==> src/inc/irq_ctrl_pkg.sv <==
// Package for the interrupt enable and flag logic.
// Assumes an Avalon-MM slave with 32-bit data, word-aligned registers.
package irq_ctrl_pkg;

    // Register byte offsets
    localparam logic [3:0] CTRL_OFFSET = 4'h0;
    localparam logic [3:0] ENABLE_TWO_OFFSET = 4'h4;
    localparam logic [3:0] PFLAG_OFFSET = 4'h8;
    localparam logic [3:0] PMASK_OFFSET = 4'hC;

    // Core interrupt control field positions
    localparam int GLOBAL_EN_BIT = 7;
    localparam int PERIPH_EN_BIT = 6;
    localparam int TOVF_EN_BIT = 5;
    localparam int EXT_EN_BIT = 4;
    localparam int PCHG_EN_BIT = 3;
    localparam int TOVF_FLAG_BIT = 2;
    localparam int EXT_FLAG_BIT = 1;
    localparam int PCHG_FLAG_BIT = 0;

    // Peripheral enable two field positions
    localparam int OSCF_BIT = 7;
    localparam int CMP2_BIT = 6;
    localparam int CMP1_BIT = 5;
    localparam int LCD_BIT = 4;
    localparam int LVD_BIT = 2;
    localparam int CCP2_BIT = 0;

    // Writable bits of peripheral enable two (bits 3 and 1 absent)
    localparam logic [7:0] ENABLE_TWO_IMPL_MASK = 8'hF5;
    localparam logic [7:0] CCP2_MASK = 8'h01;

    // Reset values
    localparam logic [7:0] CTRL_RESET = 8'h00;
    localparam logic [7:0] ENABLE_TWO_RESET = 8'h00;

    // Answer latency of the slave in cycles
    localparam int ANSWER_CYCLES = 1;

endpackage : irq_ctrl_pkg

==> src/core/irq_ctrl.sv <==
// Interrupt enable and flag logic with an Avalon-MM register slave.
// Assumes inputs synchronous to core_clk; event inputs are one-cycle
// pulses, port pins are levels.
//
// Summary of operation
// - global enable gates every interrupt to core
// - peripheral enable gates all peripheral interrupts to core
// - second enable sources need peripheral enable
// - flags set regardless of any enable but the per-pin change enables
// - timer overflow flag sticky until software clear
// - timer overflow enable passes its flag
// - external pin enable passes its flag
// - external pin flag sticky until cleared
// - port change needs per-pin enables too
// - port change flag set on pin change
// - core control register fully read/write
// - bit 7 enables oscillator fail interrupt
// - bits 6,5 enable comparator two, one
// - bit 4 enables LCD interrupt
// - bit 2 enables low voltage interrupt
// - bit 0 enables capture/compare two
`timescale 1ns/1ps

module irq_ctrl
    import irq_ctrl_pkg::*;
#(
    parameter int PORT_WIDTH = 4,
    parameter bit HAS_CCP2 = 1'b1
) (
    // Clock and reset
    input wire logic core_clk,
    input wire logic resetn,
    // Avalon-MM slave
    input wire logic [3:0] avs_address,
    input wire logic avs_read,
    input wire logic avs_write,
    input wire logic [31:0] avs_writedata,
    input wire logic [3:0] avs_byteenable,
    output logic [31:0] avs_readdata,
    output logic avs_waitrequest,
    // Interrupt sources
    input wire logic timer_rollover,
    input wire logic ext_pin_event,
    input wire logic [PORT_WIDTH-1:0] port_pins,
    input wire logic [PORT_WIDTH-1:0] per_pin_change_enables,
    input wire logic osc_fail_event,
    input wire logic comparator_two_event,
    input wire logic comparator_one_event,
    input wire logic lcd_event,
    input wire logic low_voltage_event,
    input wire logic capcomp_two_event,
    // Interrupt outputs
    output logic core_irq,
    output logic status_irq
);

    typedef struct packed {
        logic global_irq_enable;
        logic periph_irq_enable;
        logic timer_ovf_irq_enable;
        logic ext_pin_irq_enable;
        logic port_change_irq_enable;
        logic timer_ovf_flag;
        logic ext_pin_flag;
        logic port_change_flag;
        logic [7:0] enable_two;
        logic [7:0] pflag;
        logic [7:0] pmask;
        logic [PORT_WIDTH-1:0] pins_last;
        logic [31:0] rdata;
        logic waitreq;
        logic core_irq;
        logic status_irq;
    } state_t;

    state_t st_r;
    state_t st_nxt;

    logic [7:0] ctrl_val;
    logic [7:0] enable_two_val;
    logic [7:0] pev;
    logic [7:0] enable_two_wmask;
    logic [3:0] sel;
    logic pin_changed;
    logic wr_ctrl;
    logic wr_enable_two;
    logic wr_pmask;
    logic rd_pflag;
    logic req;
    logic core_req;

    function automatic logic [31:0] zext8(input logic [7:0] v);
        zext8 = {24'h0000_00, v};
    endfunction

    // One-hot register select from the byte address
    function automatic logic [3:0] reg_select(input logic [3:0] a);
        reg_select = 4'h0;
        if (a == CTRL_OFFSET) begin
            reg_select = 4'h1;
        end else if (a == ENABLE_TWO_OFFSET) begin
            reg_select = 4'h2;
        end else if (a == PFLAG_OFFSET) begin
            reg_select = 4'h4;
        end else if (a == PMASK_OFFSET) begin
            reg_select = 4'h8;
        end
    endfunction

    assign ctrl_val = {st_r.global_irq_enable, st_r.periph_irq_enable,
        st_r.timer_ovf_irq_enable, st_r.ext_pin_irq_enable,
        st_r.port_change_irq_enable, st_r.timer_ovf_flag,
        st_r.ext_pin_flag, st_r.port_change_flag};
    assign enable_two_wmask = HAS_CCP2 ? ENABLE_TWO_IMPL_MASK
        : (ENABLE_TWO_IMPL_MASK & ~CCP2_MASK);
    assign enable_two_val = st_r.enable_two & enable_two_wmask;

    // Peripheral event vector, laid out like the enable register two
    always_comb begin
        pev = 8'h00;
        pev[OSCF_BIT] = osc_fail_event;
        pev[CMP2_BIT] = comparator_two_event;
        pev[CMP1_BIT] = comparator_one_event;
        pev[LCD_BIT] = lcd_event;
        pev[LVD_BIT] = low_voltage_event;
        pev[CCP2_BIT] = capcomp_two_event & HAS_CCP2;
    end

    assign pin_changed = |((port_pins ^ st_r.pins_last)
        & per_pin_change_enables);

    // One wait cycle: a request is answered on the cycle after it appears
    assign req = (avs_read | avs_write) & st_r.waitreq;
    assign sel = reg_select(avs_address);
    assign wr_ctrl = req & avs_write & avs_byteenable[0]
        & sel[0];
    assign wr_enable_two = req & avs_write & avs_byteenable[0]
        & sel[1];
    assign wr_pmask = req & avs_write & avs_byteenable[0]
        & sel[3];
    assign rd_pflag = req & avs_read & sel[2];

    // Interrupt request to the core
    assign core_req = ctrl_val[GLOBAL_EN_BIT] & (
        (ctrl_val[TOVF_EN_BIT] & ctrl_val[TOVF_FLAG_BIT]) |
        (ctrl_val[EXT_EN_BIT] & ctrl_val[EXT_FLAG_BIT]) |
        (ctrl_val[PCHG_EN_BIT] & ctrl_val[PCHG_FLAG_BIT]) |
        (ctrl_val[PERIPH_EN_BIT]
            & |(enable_two_val & st_r.pflag)));

    always_comb begin
        st_nxt = st_r;
        st_nxt.waitreq = ~req;
        st_nxt.pins_last = port_pins;
        // Software writes first, hardware sets win afterwards
        if (wr_ctrl) begin
            {st_nxt.global_irq_enable, st_nxt.periph_irq_enable,
             st_nxt.timer_ovf_irq_enable, st_nxt.ext_pin_irq_enable,
             st_nxt.port_change_irq_enable, st_nxt.timer_ovf_flag,
             st_nxt.ext_pin_flag, st_nxt.port_change_flag}
                = avs_writedata[7:0];
        end
        if (wr_enable_two) begin
            st_nxt.enable_two = avs_writedata[7:0]
                & enable_two_wmask;
        end
        if (wr_pmask) begin
            st_nxt.pmask = avs_writedata[7:0];
        end
        if (rd_pflag) begin
            st_nxt.pflag = 8'h00;
        end
        if (timer_rollover) begin
            st_nxt.timer_ovf_flag = 1'b1;
        end
        if (ext_pin_event) begin
            st_nxt.ext_pin_flag = 1'b1;
        end
        if (pin_changed) begin
            st_nxt.port_change_flag = 1'b1;
        end
        st_nxt.pflag = st_nxt.pflag | pev;
        // Read data path
        st_nxt.rdata = 32'h0000_0000;
        if (req && avs_read) begin
            if (sel[0]) begin
                st_nxt.rdata = zext8(ctrl_val);
            end else if (sel[1]) begin
                st_nxt.rdata = zext8(enable_two_val);
            end else if (sel[2]) begin
                st_nxt.rdata = zext8(st_r.pflag);
            end else if (sel[3]) begin
                st_nxt.rdata = zext8(st_r.pmask);
            end else begin
                st_nxt.rdata = 32'h0000_0000;
            end
        end
        st_nxt.core_irq = core_req;
        st_nxt.status_irq = |(st_r.pflag & st_r.pmask);
    end

    always_ff @(posedge core_clk or negedge resetn) begin
        if (!resetn) begin
            st_r <= '0;
            st_r.enable_two <= ENABLE_TWO_RESET;
            st_r.waitreq <= 1'b1;
            {st_r.global_irq_enable, st_r.periph_irq_enable,
             st_r.timer_ovf_irq_enable, st_r.ext_pin_irq_enable,
             st_r.port_change_irq_enable, st_r.timer_ovf_flag,
             st_r.ext_pin_flag, st_r.port_change_flag} <= CTRL_RESET;
        end else begin
            st_r <= st_nxt;
        end
    end

    assign avs_readdata = st_r.rdata;
    assign avs_waitrequest = st_r.waitreq;
    assign core_irq = st_r.core_irq;
    assign status_irq = st_r.status_irq;
endmodule // irq_ctrl

==> config.mk <==
export PLATFORM = sky130hd
export DESIGN_NAME = irq_ctrl
export DESIGN_NICKNAME = d
export VERILOG_FILES = /design/src/inc/irq_ctrl_pkg.sv /design/src/core/irq_ctrl.sv
export SDC_FILE = /design/constraint.sdc
export NUM_CORES = 1
export LEC_CHECK = 0
export ABC_AREA = 1
export BUFFER_PORTS_ARGS = -buffer_cell sky130_fd_sc_hd__buf_4
export CAP_MARGIN = 25
export CORE_MARGIN = 1
export CORE_UTILIZATION = 50
export CTS_BUF_LIST = sky130_fd_sc_hd__clkbuf_8
export DETAILED_ROUTE_END_ITERATION = 8
export GPL_ROUTABILITY_DRIVEN = 0
export MAX_ROUTING_LAYER = met4
export PLACE_DENSITY = 0.89
export SYNTH_ARGS = -nofsm -noshare
export SYNTH_HDL_FRONTEND = slang
export SYNTH_SLANG_ARGS = --single-unit
==> constraint.sdc <==
create_clock -name core_clk -period 1.5 [get_ports core_clk]
set_input_delay 0.15 -clock core_clk [delete_from_list [all_inputs] [get_ports core_clk]]
set_output_delay 0.15 -clock core_clk [all_outputs]
set_load 0.005 [all_outputs]
==> impl_metrics.yaml, run 1 <==
power_and_ir_drop:
  total_power_mw: 2.92
  p_per_area_nw_per_um2: 1060
  ir_drop_v: 0.000578
  leakagePower_nw: 1.57
sta:
  fmax_mhz: 746
  whs_ns: 0.00861
  report.final.slew_viol_count: 0
  hold_viol: 0
  worst_slew_pin_slew_ns: 0.526
  finalCritPeriodShare: 0.894
  setup_tns_ns: 0
  rsz0062_at_grt: "no"
  fin_skew_ns: 0.00671
  period_minus_slack_ns: 1.34
  relSlewSlack: 0.650
  setup_violations: 0
  fin_ws_ns: 0.159
routing:
  viasPerCell: 4.89
  post_drt_wl_per_cell_um: 12.1
  ant_nets: 0
  drc: 10
  firstDrtPassIters: 8
  drt_iter0_drc: 124
  num_vias: 1804
  routed_wl_um: 4460
layout:
  seqCellArea_um2: 1080
  finalNetCount: 376
  fillers: 373
  postLayoutCellArea_um2: 2770
  syn_to_final_growth_pct: 16.6
  multi_input_area_um2: 973
  n_antenna_cell: 0
  layout-drive-gt1-share: 0.284
  layout_common_cells: "nand2_1, buf_4, dfrtp_1, inv_1, conb_1"
  mostFrequentLayoutCell: "nand2_1"
synthesis:
  yosysUniqueCellTypes: 23
  syn_area_per_cell_um2: 8.72
  synth_area_um2: 2370
  seq_area_frac_synth: 0.454
  ys_ff_latch: 43
  yosys.area.top_type: "dfrtp_1"
  synth_top_area_frac: 0.443
  synthCells: 272
  ys_top_cells_by_area: "dfrtp_1, nand2_1, buf_4, o21ai_2, inv_1"
  ys.warnings.count: 0
place:
  io_buffers: 43
  dp_slack_ns: 0.175
  place_area_um2: 2570
  dpl.hpwl_um: 3250
setup_path:
  timing.rr.end: "ctrl_val[0]"
  startpoint_type: "flop"
  reg2regPathDepth: 6
  rrSetupSlack_ns: 0.16
  r2r_start: "avs_waitrequest"
  cp.required_ns: 1.69
  cp.arrival_ns: 1.53
  crit_path_max_fanout: 11
  cp-end-kind: "flop"
  path_class: "reg -> reg"
hold_path:
  min_to: "avs_waitrequest"
  hold_path_class: "in -> reg"
  min_delay_path_depth: 2
  hold_start: "avs_read"
floorplanning:
  die_y_um: 70.9
  core_um2: 4440
  io_pins: 95
  initial_utilization: 0.534
  std_cell_rows: 24
  die_area_um2: 5020
  fp.dieW_um: 70.9
clock_network:
  root_buffer: "clkbuf_8"
  ctsHtreeMaxLevel: 2
  cts_sinks: 43
  cts.path.max_buffers: 2
  cts_tree: "built"
  postCtsSetupRepairBufs: 0
  postCtsHoldBufs: 6
  insertion_delay_ns: 0.30
  clk_pin_slew_ns: 0.08
  numCtsBuffers: 5
  cts-resized-gates: 0
run_status:
  violations: "design-rule violations"
  outcome: "complete, but fails checks"
grt:
  grt_antenna_before_repair: 0
  gr-usage-all-layers: 0.206
  grt_max_degree: 44
  grt_pass1_vias: 1711
  grt_pass1_wl_um: 7730
  grt.overflow.total: 0
job:
  cap_viol_max_count: 0
layer usage:
| layer | up-vias | part of all wire | global-route usage |
|---|---|---|---|
| met5 | - | 0 | - |
| met4 | 0 | 0.021 | 0.0711 |
| met3 | 10 | 0.055 | 0.0484 |
| met2 | 69 | 0.48 | 0.332 |
| met1 | 838 | 0.45 | 0.255 |
| li1 | 887 | - | - |
report_power, final:
part	switching, mW	internal (mW)	leakage (nW)
combinational	0.258	0.237	0.983
sequential	0.0975	1.28	0.521
clock	0.391	0.658	0.0695
total	0.747	2.18	1.57
area by class of cell:
| cell class | count | share of cell area |
|---|---|---|
| repair buffers | 52 | 0.147 |
| flip-flops and latches | 43 | 0.389 |
| well taps | 52 | 0.0235 |
| clock inverters | 3 | 0.0231 |
| clock buffers | 5 | 0.0249 |
| inverters | 30 | 0.0407 |
| multi-input cells | 184 | 0.352 |
stage by stage:
step | cells | util
6_report | 369 | 0.622
5_1_grt | 369 | 0.622
4_1_cts | 369 | 0.622
3_5_place_dp | 355 | 0.579
3_3_place_gp | 355 | 0.579
2_1_floorplan | 295 | -
cells by family after synthesis:
group                  count (synthesis)  synth area share
AND/OR/NAND/NOR                      119             0.249
AO/OA/AOI/OAI                         41             0.123
buffers and inverters                 68             0.172
other                                  1           0.00158
flip-flops                            43             0.454
critical path: stages (launching register included):
cell     delay, ns
dfstp_2       0.56
nand3_1       0.12
buf_4         0.18
nor2_8        0.10
inv_2         0.10
nand2_1       0.09
nand3_1       0.07
worst max path at each step:
stage | cells past startpoint | start | to
floorplan | 6 | avs_waitrequest | enable_two_val[4]
global placement | 6 | avs_waitrequest | ctrl_val[0]
detailed placement | 6 | avs_waitrequest | ctrl_val[0]
CTS | 6 | avs_waitrequest | ctrl_val[0]
global route | 6 | avs_waitrequest | ctrl_val[0]
finish | 6 | avs_waitrequest | ctrl_val[0]
cells in the mapped netlist:
library cell	instances
conb_1	1
buf_2	2
inv_1	27
nand2_2	8
inv_2	3
buf_4	32
o21ai_2	17
o21ai_0	2
nand3_1	14
buf_6	4
a22o_1	2
nor2_8	3
nand2_1	68
nor2_4	2
o21ai_1	6
nand2_4	2
nand3_4	1
dfstp_2	1
o21bai_1	6
dfrtp_1	42
nand4_1	6
nor2_1	15
a21oi_1	8
registers in the layout, summed over array words and instances (netlist names):
name and count:
avs_waitrequest 1, st_r 18, avs_readdata 8, status_irq 1, enable_two_val 6, core_irq 1
ctrl_val 8
No activity file was read; power rests on OpenSTA's default activity.
==> inputs of run 2 (changes only) <==
--- a/config.mk
+++ b/config.mk
@@ -8,8 +8,10 @@
 export ABC_AREA = 1
 export BUFFER_PORTS_ARGS = -buffer_cell sky130_fd_sc_hd__buf_4
 export CAP_MARGIN = 25
+export CELL_PAD_IN_SITES_DETAIL_PLACEMENT = 1
+export CELL_PAD_IN_SITES_GLOBAL_PLACEMENT = 1
 export CORE_MARGIN = 1
-export CORE_UTILIZATION = 50
+export CORE_UTILIZATION = 36
 export CTS_BUF_LIST = sky130_fd_sc_hd__clkbuf_8
 export DETAILED_ROUTE_END_ITERATION = 8
 export GPL_ROUTABILITY_DRIVEN = 0
==> run 2 against run 1 <==
Compared with the run above: the run now ends clean; count of clock-buffer cells in the layout unchanged; critical path depth decreased by 3; sequential power is essentially flat; clock skew is 0.0038 ns higher; hold slack better by 0.0014 ns; worst setup slack got worse by 0.033 ns; register-to-register slack worse by 0.03 ns; non-clock buffer count down 1; first-iteration DRC count is 12% lower; via count shrank 0.33%; flip-flop and latch count is the same; critical endpoint is now st_r[54]; highest routed layer unchanged.
==> impl_metrics.yaml, run 2 (synthesis gave the netlist of run 1 again) <==
run_status:
  outcome: "completed"
setup_path:
  path_class: "reg -> reg"
  cp.required_ns: 1.67
  rrSetupSlack_ns: 0.13
  crit_path_max_fanout: 6
  startpoint_type: "flop"
  cp-end-kind: "flop"
  cp.arrival_ns: 1.54
layout:
  n_antenna_cell: 0
  seqCellArea_um2: 1080
  finalNetCount: 375
  multi_input_area_um2: 973
  layout_common_cells: "nand2_1, buf_4, dfrtp_1, inv_1, conb_1"
  largest_reg_flops: 18
  regMostFlops: "st_r"
  layout-drive-gt1-share: 0.288
  mostFrequentLayoutCell: "nand2_1"
  syn_to_final_growth_pct: 15.5
  fillers: 776
power_and_ir_drop:
  total_power_mw: 2.61
  p_per_area_nw_per_um2: 954
  ir_drop_v: 0.000341
  leakagePower_nw: 1.55
floorplanning:
  initial_utilization: 0.374
  fp.dieW_um: 83.2
  die_y_um: 83.2
  std_cell_rows: 29
  die_area_um2: 6920
  io_pins: 95
  core_um2: 6350
clock_network:
  cts_tree: "built"
  postCtsSetupRepairBufs: 0
  cts_sinks: 43
  cts.path.max_buffers: 2
  ctsHtreeMaxLevel: 2
  root_buffer: "clkbuf_8"
  postCtsHoldBufs: 5
  insertion_delay_ns: 0.30
  cts-resized-gates: 0
  clk_pin_slew_ns: 0.08
  numCtsBuffers: 5
grt:
  grt.overflow.total: 0
  grt_pass1_vias: 1917
  gr-usage-all-layers: 0.173
  grt_pass1_wl_um: 9240
  grt_max_degree: 44
  grt_antenna_before_repair: 0
routing:
  post_drt_wl_per_cell_um: 13.5
  ant_nets: 0
  num_vias: 1798
  viasPerCell: 4.58
  firstDrtPassIters: 4
  routed_wl_um: 5300
  drt_iter0_drc: 109
  drc: 0
sta:
  setup_violations: 0
  finalCritPeriodShare: 0.916
  relSlewSlack: 0.640
  fmax_mhz: 728
  worst_slew_pin_slew_ns: 0.540
  report.final.slew_viol_count: 0
  rsz0062_at_grt: "no"
  setup_tns_ns: 0
  hold_viol: 0
  period_minus_slack_ns: 1.37
  fin_skew_ns: 0.0105
job:
  cap_viol_max_count: 0
hold_path:
  hold_path_class: "in -> reg"
place:
  io_buffers: 43
  dpl.hpwl_um: 4070
run 2: where the power goes:
part           total [mW]  switching, mW  internal [mW]
Combinational       0.512          0.276          0.236
Clock               0.717          0.398          0.319
Sequential           1.38          0.102           1.28
run 2: final cells by class:
class	count	share of cell area
flip-flops and latches	43	0.393
multi-input cells	184	0.355
repair buffers	51	0.144
inverters	30	0.0411
well taps	77	0.0352
clock buffers	5	0.0251
clock inverters	3	0.00548
run 2: worst paths after layout:
kind / from / end / cells past startpoint
setup / recovery: avs_waitrequest / st_r[54] / 3
hold / removal: avs_write / avs_waitrequest / 2
setup reg to reg: avs_waitrequest / st_r[54] / 3
hold reg to reg: avs_waitrequest / avs_waitrequest / 1
max in group asynchronous: resetn / avs_waitrequest / 2
min in group asynchronous: resetn / enable_two_val[7] / 2
run 2: worst max-delay path, stage by stage, from the launching register on:
cell      delay, ns
dfstp_2        0.56
nand2_1        0.15
nor2_1         0.40
o21bai_1       0.14
run 2: per-layer routing:
metal  vias to the layer above  track usage  share of wire
li1                        890            -              -
met5                         -            -              0
met4                         0       0.0580          0.020
met1                       849        0.215           0.44
met3                         8       0.0268          0.037
met2                        51        0.288           0.50
run 2: per-stage QoR:
| step | cell area [µm²] | instances | util | hold slack (ns) | setup slack [ns] |
|---|---|---|---|---|---|
| 2_1_floorplan | 2460 | 295 | - | -0.146 | 0.158 |
| 3_3_place_gp | 2610 | 380 | 0.410 | 0.166 | 0.198 |
| 3_5_place_dp | 2610 | 380 | 0.410 | 0.169 | 0.147 |
| 4_1_cts | 2740 | 393 | 0.431 | 0.0136 | 0.138 |
| 5_1_grt | 2740 | 393 | 0.431 | 0.00627 | 0.0506 |
| 6_report | 2740 | 393 | 0.431 | 0.0100 | 0.127 |
==> inputs of run 3 (changes only) <==
==> constraint.sdc (replaced) <==
create_clock -name core_clk -period 1.4 [get_ports core_clk]
set_input_delay 0.14 -clock core_clk [delete_from_list [all_inputs] [get_ports core_clk]]
set_output_delay 0.14 -clock core_clk [all_outputs]
set_load 0.005 [all_outputs]
==> run 3 against run 2 <==
Compared with the run above: core utilization rose by 0.97 points; clock power increased by 15%; final cell count up 1.3%; non-clock buffer count up 4; count of clock-buffer cells in the layout unchanged; sequential power is 7% higher; via count increased by 2.9%.
==> impl_metrics.yaml, run 3 (synthesis gave the netlist of run 1 again) <==
run_status:
  outcome: "completed"
place:
  dpl.hpwl_um: 3990
  io_buffers: 43
power_and_ir_drop:
  p_per_area_nw_per_um2: 1020
  ir_drop_v: 0.000525
  total_power_mw: 2.86
  leakagePower_nw: 1.56
routing:
  ant_nets: 0
  routed_wl_um: 5430
  viasPerCell: 4.65
  drc: 0
  post_drt_wl_per_cell_um: 13.6
  drt_iter0_drc: 76
  num_vias: 1851
  firstDrtPassIters: 4
hold_path:
  min_delay_path_depth: 3
  hold_start: "timer_rollover"
  hold_path_class: "in -> reg"
floorplanning:
  die_area_um2: 6920
  die_y_um: 83.2
  io_pins: 95
  initial_utilization: 0.374
  core_um2: 6350
  std_cell_rows: 29
  fp.dieW_um: 83.2
clock_network:
  cts_tree: "built"
  cts_sinks: 43
  insertion_delay_ns: 0.31
  cts.path.max_buffers: 2
  root_buffer: "clkbuf_8"
  clk_pin_slew_ns: 0.09
  ctsHtreeMaxLevel: 2
  numCtsBuffers: 5
setup_path:
  critPathCapture: "avs_waitrequest"
  path_class: "in -> reg"
  cp-end-kind: "flop"
  cp.arrival_ns: 1.55
  rrSetupSlack_ns: 0.11
  cp.required_ns: 1.65
  startpoint_type: "primary input"
  r2r_start: "avs_waitrequest"
  timing.rr.end: "avs_waitrequest"
  crit_start: "avs_write"
  crit_path_max_fanout: 2
  reg2regPathDepth: 2
sta:
  report.final.slew_viol_count: 0
  finalCritPeriodShare: 0.933
  relSlewSlack: 0.646
  whs_ns: 0.00649
  worst_slew_pin_slew_ns: 0.531
  fin_skew_ns: 0.0108
  setup_tns_ns: 0
  fmax_mhz: 766
  period_minus_slack_ns: 1.31
  rsz0062_at_grt: "no"
  hold_viol: 0
  setup_violations: 0
layout:
  multi_input_area_um2: 988
  seqCellArea_um2: 1080
  mostFrequentLayoutCell: "nand2_1"
  layout-drive-gt1-share: 0.296
  finalNetCount: 380
  layout_common_cells: "nand2_1, buf_4, dfrtp_1, inv_1, conb_1"
  fillers: 773
  largest_reg_flops: 18
  n_antenna_cell: 0
  syn_to_final_growth_pct: 18.0
  regMostFlops: "st_r"
grt:
  grt_max_degree: 44
  gr-usage-all-layers: 0.171
  grt_pass1_wl_um: 9020
  grt.overflow.total: 0
  grt_antenna_before_repair: 0
  grt_pass1_vias: 1892
job:
  cap_viol_max_count: 0
run 3: cell count changes in the layout (fill, tap and decap cells not counted):
cell,change
inv_2,-1
inv_4,+1
clkinv_2,-3
buf_4,+2
nand3_2,+2
clkinvlp_4,+2
inv_6,+1
dlygate4sd3_1,+2
nand3_1,-1
run 3: timing repair:
action	in CTS	in global routing
hold buffers	7	0
endpoints found under the setup margin	0	7
endpoints found under the hold margin	47	0
gates resized for setup	0	2
buffers inserted	0	0
run 3: worst min path at each step:
| stage | end | slack [ns] |
|---|---|---|
| after floorplan | avs_readdata[0] | -0.16 |
| after global placement | st_r[51] | 0.16 |
| after detailed placement | st_r[45] | 0.16 |
| after CTS | ctrl_val[2] | 0.00005 |
| after global routing | ctrl_val[1] | 0.004 |
| final | ctrl_val[2] | 0.006 |
run 3: area by class of cell:
cell class,count,share of cell area
tap,77,0.0344
sequential,43,0.385
clock inverter,3,0.00849
multi-input combinational,185,0.353
timing repair buffer,55,0.154
clock buffer,5,0.0246
inverter,30,0.0411
run 3: critical path: stages:
cell and delay (ns):
dlygate4sd3_1 0.54, buf_4 0.14, o21ai_0 0.15, dlygate4sd3_1 0.57
run 3: through the flow:
step	worst slack (ns)	instance area, µm²	std cells	utilization
floorplan	0.0580	2460	295	-
global placement	0.0900	2620	382	0.413
detailed placement	0.0750	2620	382	0.413
CTS	0.0569	2780	397	0.438
global route	0.0222	2800	398	0.441
finish	0.0939	2800	398	0.441
run 3: power by group:
part / internal, mW / switching [mW] / total [mW]
Sequential: 1.37 / 0.109 / 1.48
Clock: 0.357 / 0.466 / 0.823
Combinational: 0.261 / 0.297 / 0.558
run 3: routing by layer:
layer,wire length [µm],vias up,global-route usage
met2,2730,60,0.279
met4,67,0,0.0564
met3,269,7,0.0388
met5,0,-,-
li1,-,900,-
met1,2360,884,0.211
